`config.mk`:
```
export PLATFORM = sky130hd
export DESIGN_NAME = pia_regs
export DESIGN_NICKNAME = d
export VERILOG_FILES = /design/src/pia_pkg.sv /design/src/pia_regs.sv
export SDC_FILE = /design/constraint.sdc
export NUM_CORES = 1
export LEC_CHECK = 0
export ABC_CLOCK_PERIOD_IN_PS = 2800
export BUFFER_PORTS_ARGS = -buffer_cell sky130_fd_sc_hd__buf_2
export CAP_MARGIN = 40
export CORE_MARGIN = 2
export CORE_UTILIZATION = 48
export CTS_BUF_LIST = sky130_fd_sc_hd__clkbuf_4
export CTS_CLUSTER_DIAMETER = 30
export DETAILED_ROUTE_END_ITERATION = 8
export PLACE_DENSITY = 0.9
export SYNTH_ARGS = -nofsm -noshare
export SYNTH_HDL_FRONTEND = slang
export SYNTH_SLANG_ARGS = --single-unit
```
`constraint.sdc`:
```
create_clock -name mclk_i -period 2.8 [get_ports mclk_i]
set_clock_uncertainty 0.1 [all_clocks]
set_input_delay 0.56 -clock mclk_i [delete_from_list [all_inputs] [get_ports mclk_i]]
set_output_delay 0.56 -clock mclk_i [all_outputs]
set_load 0.1 [all_outputs]
```
`src/pia_pkg.sv`:
```
// Purpose: shared constants for the identifier and advertisement register bank
// Assumes: 16-bit management registers, 5-bit register address
// Notes:   identifier values are module parameters, not held here
package pia_pkg;

  // ----------------------------------------------------------------
  // register addresses
  // ----------------------------------------------------------------
  localparam logic [4:0] PIA_ADDR_CONTROL = 5'h00;
  localparam logic [4:0] PIA_ADDR_STATUS  = 5'h01;
  localparam logic [4:0] PIA_ADDR_ID_HIGH = 5'h02;
  localparam logic [4:0] PIA_ADDR_ID_LOW  = 5'h03;
  localparam logic [4:0] PIA_ADDR_ADVERT  = 5'h04;
  localparam logic [4:0] PIA_ADDR_PHYCTL  = 5'h10;

  // ----------------------------------------------------------------
  // field positions
  // ----------------------------------------------------------------
  localparam int PIA_CTL_RESTART_BIT  = 9;
  localparam int PIA_STS_EXTCAP_BIT   = 0;
  localparam int PIA_STS_JABBER_BIT   = 1;
  localparam int PIA_STS_ANDONE_BIT   = 5;
  localparam int PIA_ADV_NP_BIT       = 15;
  localparam int PIA_ADV_RF_BIT       = 13;
  localparam int PIA_ADV_ASYM_BIT     = 11;
  localparam int PIA_ADV_PAUSE_BIT    = 10;
  localparam int PIA_ADV_FFD_BIT      = 8;
  localparam int PIA_ADV_FAST_BIT     = 7;
  localparam int PIA_ADV_TFD_BIT      = 6;
  localparam int PIA_ADV_TEN_BIT      = 5;
  localparam int PIA_PCR_TXP_BIT      = 13;
  localparam int PIA_PCR_RXP_BIT      = 12;

  // writable advertisement bits: 15, 13, 11, 10, 8, 7, 6, 5
  localparam logic [15:0] PIA_ADV_WMASK   = 16'hADE0;
  localparam logic [15:0] PIA_ZERO16      = 16'h0000;
  localparam logic        PIA_EXTCAP_VAL  = 1'b1;

endpackage : pia_pkg

```
`src/pia_regs.sv`:
```
// Purpose: management register bank: status low bits, identifiers, advertisement,
//          restart control bit and pause resolution report
// Assumes: one request per cycle on the register port, inputs synchronous to mclk_i
// Notes:   read data is registered; a read answers one cycle after its strobe
module pia_regs
  import pia_pkg::*;
#(
  parameter int          ADDR_W       = 5,
  parameter logic [15:0] ORG_ID_HIGH  = 16'h5A3C, // arbitrary value
  parameter logic [5:0]  ORG_ID_LOW   = 6'h2D,    // arbitrary value
  parameter logic [5:0]  MODEL_NUMBER = 6'h0B,    // arbitrary value
  parameter logic [3:0]  REVISION     = 4'h6      // arbitrary value
) (
  // clock and reset
  input  wire logic              mclk_i,
  input  wire logic              srst_i,
  // register port from the management interface
  input  wire logic [ADDR_W-1:0] reg_addr_i,
  input  wire logic              reg_rd_i,
  input  wire logic              reg_wr_i,
  input  wire logic [15:0]       reg_wdata_i,
  output logic      [15:0]       reg_rdata_o,
  output logic                   reg_rvalid_o,
  // strap levels, caught while reset is held
  input  wire logic              strap_fast_fd_i,
  input  wire logic              strap_fast_i,
  input  wire logic              strap_ten_fd_i,
  input  wire logic              strap_ten_i,
  // negotiation engine side
  input  wire logic              jabber_i,
  input  wire logic              neg_complete_i,
  input  wire logic              partner_pause_i,
  input  wire logic              partner_asym_i,
  input  wire logic              restart_ack_i,
  output logic                   restart_req_o,
  output logic      [15:0]       advert_o
);

  // ----------------------------------------------------------------
  // elaboration checks
  // ----------------------------------------------------------------
  if (ADDR_W != 5) begin : g_bad_addr
    $error("pia_regs: ADDR_W must be 5");
  end

  // ----------------------------------------------------------------
  // state
  // ----------------------------------------------------------------
  logic        jabber_latch;
  logic        restart_bit;
  logic [15:0] next_advert;
  logic        rd_status;
  logic        wr_advert;
  logic        wr_control;
  logic        pause_tx;
  logic        pause_rx;
  logic [15:0] next_rdata;

  function automatic logic hit(input logic [ADDR_W-1:0] a, input logic [4:0] want);
    hit = (a == want);
  endfunction : hit

  assign rd_status  = reg_rd_i && hit(reg_addr_i, PIA_ADDR_STATUS);
  assign wr_advert  = reg_wr_i && hit(reg_addr_i, PIA_ADDR_ADVERT);
  assign wr_control = reg_wr_i && hit(reg_addr_i, PIA_ADDR_CONTROL);

  // jabber latch; raw event is latched regardless of speed, software judges it
  always_ff @(posedge mclk_i) begin
    if (srst_i) begin
      jabber_latch <= 1'b0;
    end else if (jabber_i) begin
      jabber_latch <= 1'b1;
    end else if (rd_status) begin
      jabber_latch <= 1'b0;
    end
  end

  // restart request stays up until the engine takes it
  always_ff @(posedge mclk_i) begin
    if (srst_i) begin
      restart_bit <= 1'b0;
    end else if (wr_control && reg_wdata_i[PIA_CTL_RESTART_BIT]) begin
      restart_bit <= 1'b1;
    end else if (restart_ack_i) begin
      restart_bit <= 1'b0;
    end
  end
  assign restart_req_o = restart_bit;

  // advertisement: only writable bits change, reserved and fixed bits stay zero
  always_comb begin
    next_advert = (advert_o & ~PIA_ADV_WMASK) | (reg_wdata_i & PIA_ADV_WMASK);
  end

  // a write before completion is kept as is; renegotiation is software's job
  always_ff @(posedge mclk_i) begin
    if (srst_i) begin
      advert_o                    <= PIA_ZERO16;
      advert_o[PIA_ADV_FFD_BIT]   <= strap_fast_fd_i;
      advert_o[PIA_ADV_FAST_BIT]  <= strap_fast_i;
      advert_o[PIA_ADV_TFD_BIT]   <= strap_ten_fd_i;
      advert_o[PIA_ADV_TEN_BIT]   <= strap_ten_i;
    end else if (wr_advert) begin
      advert_o <= next_advert;
    end
  end

  // pause resolution, only once negotiation has finished
  always_comb begin
    pause_tx = 1'b0;
    pause_rx = 1'b0;
    if (neg_complete_i) begin
      if (advert_o[PIA_ADV_PAUSE_BIT] && partner_pause_i) begin
        pause_tx = 1'b1;
        pause_rx = 1'b1;
      end else if (!advert_o[PIA_ADV_PAUSE_BIT] && advert_o[PIA_ADV_ASYM_BIT]
                   && partner_pause_i && partner_asym_i) begin
        pause_tx = 1'b1;
      end else if (advert_o[PIA_ADV_PAUSE_BIT] && advert_o[PIA_ADV_ASYM_BIT]
                   && !partner_pause_i && partner_asym_i) begin
        pause_rx = 1'b1;
      end
    end
  end

  // read mux; status reads the latch before this cycle's clear
  always_comb begin
    next_rdata = PIA_ZERO16;
    if (hit(reg_addr_i, PIA_ADDR_CONTROL)) begin
      next_rdata[PIA_CTL_RESTART_BIT] = restart_bit;
    end else if (hit(reg_addr_i, PIA_ADDR_STATUS)) begin
      next_rdata[PIA_STS_EXTCAP_BIT] = PIA_EXTCAP_VAL;
      next_rdata[PIA_STS_JABBER_BIT] = jabber_latch;
      next_rdata[PIA_STS_ANDONE_BIT] = neg_complete_i;
    end else if (hit(reg_addr_i, PIA_ADDR_ID_HIGH)) begin
      next_rdata = ORG_ID_HIGH;
    end else if (hit(reg_addr_i, PIA_ADDR_ID_LOW)) begin
      next_rdata = {ORG_ID_LOW, MODEL_NUMBER, REVISION};
    end else if (hit(reg_addr_i, PIA_ADDR_ADVERT)) begin
      next_rdata = advert_o;
    end else if (hit(reg_addr_i, PIA_ADDR_PHYCTL)) begin
      next_rdata[PIA_PCR_TXP_BIT] = pause_tx;
      next_rdata[PIA_PCR_RXP_BIT] = pause_rx;
    end
  end

  // registered answer; unmapped addresses read zero
  always_ff @(posedge mclk_i) begin
    if (srst_i) begin
      reg_rdata_o  <= PIA_ZERO16;
      reg_rvalid_o <= 1'b0;
    end else begin
      reg_rvalid_o <= reg_rd_i;
      if (reg_rd_i) begin
        reg_rdata_o <= next_rdata;
      end
    end
  end

  // ----------------------------------------------------------------
  // assertions
  // ----------------------------------------------------------------
  AST_JABBER_HOLD: assert property (@(posedge mclk_i) disable iff (srst_i)
    jabber_latch && !rd_status |=> jabber_latch)
    else $error("jabber flag dropped without a status read");

  AST_JABBER_SET_WINS: assert property (@(posedge mclk_i) disable iff (srst_i)
    jabber_i |=> jabber_latch)
    else $error("jabber event lost");

  AST_JABBER_READ_OLD: assert property (@(posedge mclk_i) disable iff (srst_i)
    rd_status |=> reg_rvalid_o && reg_rdata_o[PIA_STS_JABBER_BIT] == $past(jabber_latch))
    else $error("status read did not return pre-clear jabber");

  AST_JABBER_CLEAR: assert property (@(posedge mclk_i) disable iff (srst_i)
    rd_status && !jabber_i |=> !jabber_latch)
    else $error("status read did not clear jabber");

  AST_EXTCAP: assert property (@(posedge mclk_i) disable iff (srst_i)
    rd_status |=> reg_rdata_o[PIA_STS_EXTCAP_BIT] && reg_rdata_o[PIA_STS_ANDONE_BIT] == $past(neg_complete_i))
    else $error("status extcap or complete bit wrong");

  AST_ID_LOW: assert property (@(posedge mclk_i) disable iff (srst_i)
    reg_rd_i && hit(reg_addr_i, PIA_ADDR_ID_LOW) |=> reg_rdata_o == {ORG_ID_LOW, MODEL_NUMBER, REVISION})
    else $error("identifier low wrong");

  AST_ID_HIGH: assert property (@(posedge mclk_i) disable iff (srst_i)
    reg_rd_i && hit(reg_addr_i, PIA_ADDR_ID_HIGH) |=> reg_rdata_o == ORG_ID_HIGH)
    else $error("identifier high wrong");

  AST_ADV_FIXED_ZERO: assert property (@(posedge mclk_i) disable iff (srst_i)
    (advert_o & ~PIA_ADV_WMASK) == PIA_ZERO16)
    else $error("fixed advert bits not zero");

  AST_ADV_WRITE: assert property (@(posedge mclk_i) disable iff (srst_i)
    wr_advert |=> advert_o == ($past(reg_wdata_i) & PIA_ADV_WMASK))
    else $error("advert write not taken");

  AST_RESTART_SC: assert property (@(posedge mclk_i) disable iff (srst_i)
    restart_bit && restart_ack_i && !wr_control |=> !restart_req_o)
    else $error("restart bit did not self clear");

  AST_PAUSE_SYM: assert property (@(posedge mclk_i) disable iff (srst_i)
    reg_rd_i && hit(reg_addr_i, PIA_ADDR_PHYCTL) && neg_complete_i && advert_o[PIA_ADV_PAUSE_BIT]
      && partner_pause_i |=> reg_rdata_o[PIA_PCR_TXP_BIT +: 1] == 1'b1 && reg_rdata_o[PIA_PCR_RXP_BIT])
    else $error("symmetric pause not resolved");

  // strap levels reach the ability bits on every reset cycle, not only the first
  AST_STRAP_FAST: assert property (@(posedge mclk_i)
    srst_i |=> advert_o[PIA_ADV_FFD_BIT] == $past(strap_fast_fd_i)
      && advert_o[PIA_ADV_FAST_BIT] == $past(strap_fast_i)
      && advert_o[PIA_ADV_TFD_BIT] == $past(strap_ten_fd_i))
    else $error("speed ability straps not loaded");

  AST_STRAP_TEN: assert property (@(posedge mclk_i)
    srst_i |=> advert_o[PIA_ADV_TEN_BIT] == $past(strap_ten_i))
    else $error("ten ability strap not loaded");

  // plain read-write advert flags come back to zero from reset
  AST_RESET_ADV: assert property (@(posedge mclk_i)
    srst_i |=> !advert_o[PIA_ADV_NP_BIT] && !advert_o[PIA_ADV_RF_BIT] && !advert_o[PIA_ADV_ASYM_BIT]
      && !advert_o[PIA_ADV_PAUSE_BIT])
    else $error("advert flags not cleared by reset");

  // reset drops a pending jabber event, a pending restart and the read answer
  AST_RESET_FLAGS: assert property (@(posedge mclk_i)
    srst_i |=> !jabber_latch && !restart_req_o && !reg_rvalid_o)
    else $error("reset left a flag set");

  // a restart write must raise the request on the next cycle
  AST_RESTART_SET: assert property (@(posedge mclk_i) disable iff (srst_i)
    wr_control && reg_wdata_i[PIA_CTL_RESTART_BIT] |=> restart_req_o)
    else $error("restart write not taken");

  // identifier low fields checked one by one, so a swapped field shows by name
  AST_ID_MODEL: assert property (@(posedge mclk_i) disable iff (srst_i)
    reg_rd_i && hit(reg_addr_i, PIA_ADDR_ID_LOW)
      |=> reg_rdata_o[$bits(REVISION) +: $bits(MODEL_NUMBER)] == MODEL_NUMBER)
    else $error("model number field wrong");

  AST_ID_REVISION: assert property (@(posedge mclk_i) disable iff (srst_i)
    reg_rd_i && hit(reg_addr_i, PIA_ADDR_ID_LOW)
      |=> reg_rdata_o[$bits(REVISION)-1:0] == REVISION)
    else $error("revision field wrong");

  AST_ID_ORG_LOW: assert property (@(posedge mclk_i) disable iff (srst_i)
    reg_rd_i && hit(reg_addr_i, PIA_ADDR_ID_LOW)
      |=> reg_rdata_o[$bits(reg_rdata_o)-1 -: $bits(ORG_ID_LOW)] == ORG_ID_LOW)
    else $error("org id low field wrong");

  // single advert flags follow the written value
  AST_ADV_NP: assert property (@(posedge mclk_i) disable iff (srst_i)
    wr_advert |=> advert_o[PIA_ADV_NP_BIT] == $past(reg_wdata_i[PIA_ADV_NP_BIT]))
    else $error("next page request not written");

  AST_ADV_RF: assert property (@(posedge mclk_i) disable iff (srst_i)
    wr_advert |=> advert_o[PIA_ADV_RF_BIT] == $past(reg_wdata_i[PIA_ADV_RF_BIT]))
    else $error("remote fault advert not written");

  AST_ADV_HOLD: assert property (@(posedge mclk_i) disable iff (srst_i)
    !wr_advert |=> $stable(advert_o))
    else $error("advert changed without a write");

  // the read path must not expose fixed bits either
  AST_ADV_READ_ZERO: assert property (@(posedge mclk_i) disable iff (srst_i)
    reg_rd_i && hit(reg_addr_i, PIA_ADDR_ADVERT)
      |=> (reg_rdata_o & ~PIA_ADV_WMASK) == PIA_ZERO16)
    else $error("fixed advert bits read as one");

  // asymmetric outcomes: exactly one direction enabled
  AST_PAUSE_TX: assert property (@(posedge mclk_i) disable iff (srst_i)
    reg_rd_i && hit(reg_addr_i, PIA_ADDR_PHYCTL) && neg_complete_i && !advert_o[PIA_ADV_PAUSE_BIT]
      && advert_o[PIA_ADV_ASYM_BIT] && partner_pause_i && partner_asym_i
      |=> reg_rdata_o[PIA_PCR_TXP_BIT] && !reg_rdata_o[PIA_PCR_RXP_BIT])
    else $error("transmit only pause not resolved");

  AST_PAUSE_RX: assert property (@(posedge mclk_i) disable iff (srst_i)
    reg_rd_i && hit(reg_addr_i, PIA_ADDR_PHYCTL) && neg_complete_i && advert_o[PIA_ADV_PAUSE_BIT]
      && advert_o[PIA_ADV_ASYM_BIT] && !partner_pause_i && partner_asym_i
      |=> !reg_rdata_o[PIA_PCR_TXP_BIT] && reg_rdata_o[PIA_PCR_RXP_BIT])
    else $error("receive only pause not resolved");

endmodule : pia_regs

```
# Word-level counts from Yosys, hierarchy flattened
# Index checks and enable logic that the tools add are counted.
[word_totals]
output_inout_bits = 34
elab_cells = 55
register_bits = 35
input_bits = 34
[classes]
mux = 26
n_eq_ne = 5
n_bitwise = 1
reduce_logical = 17
[ops]
columns = ["operator", "count"]
rows = [
  ["16-bit two-way mux", 2],
  ["9-bit two-way mux", 3],
  ["15-bit by 16-bit OR with 16-bit output", 1],
  ["1-bit two-way mux", 13],
  ["12-bit two-way mux", 1],
  ["1-bit logical AND", 11],
  ["5-bit by 2-bit equality test with 1-bit output (second input constant)", 2],
  ["10-bit two-way mux", 1],
  ["2-bit two-way mux", 4],
  ["6-bit two-way mux", 1],
  ["2-bit nonzero test", 3],
  ["5-bit by 1-bit equality test with 1-bit output (second input constant)", 1],
  ["5-bit by 3-bit equality test with 1-bit output (second input constant)", 1],
  ["5-bit equality test (second input constant)", 1],
  ["5-bit zero test", 1],
  ["3-bit two-way mux", 1],
  ["1-bit zero test", 2],
]

# Longest topological paths before layout
[depth]
depth_word = 13
depth_mapped = 5
ltp_nobuf = 4

# Least setup slack after synthesis
# OpenSTA, ideal clock, no wires.
[synth_path]
kind = "register to output"
startpoint = "register reg_rdata_o[14]"
endpoint = "output port reg_rdata_o[14]"
arrival_ns = 1.374
t_required_ns = 2.140
path_slack_ns = 0.766
stages_incl_launch_ff = 2
path_buffers = 1
cell_sequence = "dfxtp_1 -> buf_4"
[synth_rtl]
columns = ["element", "line", "text"]
rows = [
  ["from (decl)", "pia_regs.sv:22", "output logic [15:0] reg_rdata_o,"],
  ["from (signal assigned)", "pia_regs.sv:155", "reg_rdata_o <= next_rdata;"],
]
# No word-level cell between the ends.

# Worst setup path in the final report
[layout_path]
startpoint = "register advert_o[10]"
endpoint = "output port advert_o[10]"
[layout_rtl]
columns = ["element", "line", "text"]
rows = [
  ["from (decl)", "pia_regs.sv:36", "output logic [15:0] advert_o"],
  ["from (signal, indexed assignment)", "pia_regs.sv:99", "advert_o[PIA_ADV_FFD_BIT] <= strap_fast_fd_i;"],
  ["from (signal, indexed assignment)", "pia_regs.sv:100", "advert_o[PIA_ADV_FAST_BIT] <= strap_fast_i;"],
  ["from (signal, indexed assignment)", "pia_regs.sv:101", "advert_o[PIA_ADV_TFD_BIT] <= strap_ten_fd_i;"],
]
# No word-level cell between the ends.

==> key figures <==
Die
  – Die Y: 53.5 µm
  – DIE AREA: 2860 µm²
  – Row count: 17
  – Top Ports: 68
  – Area of the core: 2280 µm²
  – DIE WIDTH: 53.5 µm
  – Initial Util: 51.7%

Power and ir drop
  – VDD IR-drop max: 313 µV
  – Power per Cell Area: 536 nW/µm²
  – Int Pwr: 468 µW
  – Clock power share: 20.8%
  – Net Sw Frac: 38.1%
  – Comb pwr share: 28.2%
  – Seq pwr share: 51.0%
  – Net Sw Power: 287 µW
  – P_leak: 0.000620 µW

Routing
  – DR DRC count: 0
  – DRT iter0 DRCs: 15
  – 1st-pass router iterations: 4
  – Final WL: 2570 µm
  – Routed len/inst: 12.4 µm
  – Vias per cell: 5.09
  – Antenna viol nets, final: 0
  – Vias after detailed routing: 1059

Global route
  – Number of global-route vias before repair: 958
  – Total grt overflow: 0
  – Global-route usage over all layers: 20.0%
  – Initial antenna violation count: 0
  – Largest net degree at the start of global routing: 31
  – First-pass GRT wire length: 4220 µm

Yosys
  – Simple-gate share of the synthesized area: 25.4%
  – Yosys Warn Count: 0
  – Library cells used by synthesis: 35
  – Primary FF master, synth: dfxtp_1
  – Post-Synth Adder-Cell Area: 0%
  – Post-synthesis instance area: 1180 µm²
  – XOR/XNOR share of the synthesized area: 0%
  – Synth Instances: 136
  – Largest family of logic cells by synthesized area: simple AND/OR/NAND/NOR gates
  – Post-synthesis mux area share: 3.40%
  – Compound-Gate Fraction of Synth Area: 14.7%
  – Post-synthesis sequential area ratio: 45.9%
  – Syn_area_per_cell: 8.66 µm²
  – Yosys reg bits: 25
  – Async set-reset flop share out of synthesis: 0%
  – Post-synth EDFFs: 4

Layout
  – Util after Layout: 61.9%
  – Layout cells sized above 1: 33.3%
  – Area taken by multi-input logic gates: 542 µm²
  – N_diodes: 0
  – Design Area, Final: 1410 µm²
  – Fill cells: 194
  – Area grow syn2layout: 19.7%
  – Register area: 541 µm²
  – Fin nets: 215
  – Non-Filler Instances: 208

Min path
  – Hold worst-path end: jabber_latch
  – HP Start: jabber_i
  – Hold Crit Class: in2reg
  – Hold Crit Depth: 3

STA
  – Final Cycle Share: 66.6%
  – Final setup viols: 0
  – Fin. Hold Viols: 0
  – Worst-margin pin slew: 0.732 ns
  – Pins Over Slew Limit: 0
  – Final critical-path required period: 1.86 ns
  – Max_slew headroom: 50.7%
  – Worst Slack Setup Final: 0.936 ns
  – Max Fclk: 537 MHz
  – Setup TNS: 0 ns
  – RSZ-0062 raised after global routing: false

Setup path
  – Slowest-stage cell, CP: buf_2
  – Flop2flop setup slack: 1.32 ns
  – Kind of critical path: reg2out
  – Worst path cell trace: buf_2
  – Critical Path AT: 1.20 ns
  – Delay-heaviest family, CP: buffers and inverters
  – Critical Path RT: 2.14 ns
  – Crit Reg-Reg Endpoint: reg_rdata_o[12]
  – R2R cell count: 4
  – CP Launch Type: register
  – Worst-path maximum fanout: 5
  – CP endpoint kind: output pin
  – CP bufs+invs: 1
  – Reg2reg start: advert_o[11]
  – CP max stage delay: 0.46 ns

Clocking
  – Clk_lat worst skew: 0.31 ns
  – CTS Sinks: 25
  – Worst-path clk slew: 0.13 ns
  – Setup bufs post-CTS: 0
  – Root Buffer Master: clkbuf_4
  – TritonCTS clock tree: built
  – CTS buffer count: 3
  – CTS resizes: 0
  – Clock H-tree levels: 1
  – Clock buffer depth: 2
  – Post-CTS Hold Buffers: 0

Place
  – Placed inst area: 1380 µm²
  – Cells after DPL: 204
  – I/O Buffers: 52
  – Gp weighted congestion: 0.767
  – Dpl hpwl: 2010 µm
  – Pre-CTS setup slack: 0.759 ns

Outcome
  – Status: complete, no violations

Run
  – Max-cap violations: 0
## power by group through the flow
| stage | logic, µW | clock network [µW] | registers [µW] |
|---|---|---|---|
| after floorplan | 95.3 | 0 | 480 |
| after global placement | 209 | 0 | 393 |
| after detailed placement | 213 | 0 | 393 |
| after CTS | 213 | 162 | 385 |
| after global routing | 224 | 174 | 387 |
| final | 213 | 157 | 385 |
## placed cells by master, fill, tap and decap left out, types with 5 or more instances in the layout
master / instances
a21oi_1: 13
buf_2: 52
conb_1: 8
dfxtp_1: 21
nand2_1: 13
nand2b_1: 7
nor2_1: 15
nor3_1: 5
o21ai_0: 5
## Yosys cell counts (2+ instances only)
library cell	n	area share, %
o211ai_1	2	1.3
edfxtp_1	4	10
nor2_1	15	4.8
dfxtp_1	21	36
o21ai_0	5	2.1
and2_1	2	1.1
buf_4	12	7.7
o21ai_1	2	0.85
clkbuf_1	6	1.9
nor3_1	5	2.1
mux2i_1	4	3.4
nand2b_1	7	3.7
nor2b_1	2	1.1
a21oi_1	13	5.5
nand2_1	13	4.1
nand3_1	4	1.7
## tightest hold or removal path, delay by kind of cell
| family | cells | cell delay, ns |
|---|---|---|
| AO/OA/AOI/OAI | 1 | 0.03 |
| AND/OR/NAND/NOR | 1 | 0.08 |
| buffers and inverters | 1 | 0.07 |
## sequential cells by signal, summed over array words and instances, names as in the netlist
register and flops:
reg_rdata_o 14, restart_req_o 1, advert_o 8, jabber_latch 1
reg_rvalid_o 1
## kinds of logic after synthesis
family | count (synthesis)
flip-flops | 25
AND/OR/NAND/NOR | 58
AO/OA/AOI/OAI | 28
other | 1
multiplexers | 4
buffers and inverters | 20
## final cells by class
class,instances,area share (%)
Clock buffer,3,1.60
Multi-Input combinational cell,98,38.5
Tap cell,28,2.49
Timing Repair Buffer,52,18.5
Sequential cell,25,38.4
Inverter,1,0.266
Clock inverter,1,0.355
## per-stage QoR
step                total power, µW  hold WS [ns]
floorplan                       575         0.352
global placement                602         0.353
detailed placement              606         0.359
CTS                             760         0.359
global route                    784         0.361
finish                          755         0.362
## worst max path at each step
stage / from / endpoint / slack [ns] / cells past startpoint
floorplan: reg_rdata_o[14] / reg_rdata_o[14] / 0.77 / 1
global placement: reg_addr_i[4] / advert_o[6] / 0.81 / 4
detailed placement: reg_addr_i[4] / advert_o[5] / 0.76 / 4
CTS: advert_o[10] / advert_o[10] / 0.95 / 1
global route: advert_o[10] / advert_o[10] / 0.91 / 1
finish: advert_o[10] / advert_o[10] / 0.94 / 1
## per-layer routing
| layer | part of all wire [%] | GRT usage, % |
|---|---|---|
| met1 | 44 | 25.8 |
| met2 | 49 | 34.4 |
| met3 | 5.9 | 2.82 |
| met4 | 1.1 | 5.98 |
| met5 | 0 | 0 |
Power figures use the tool's default switching activity.
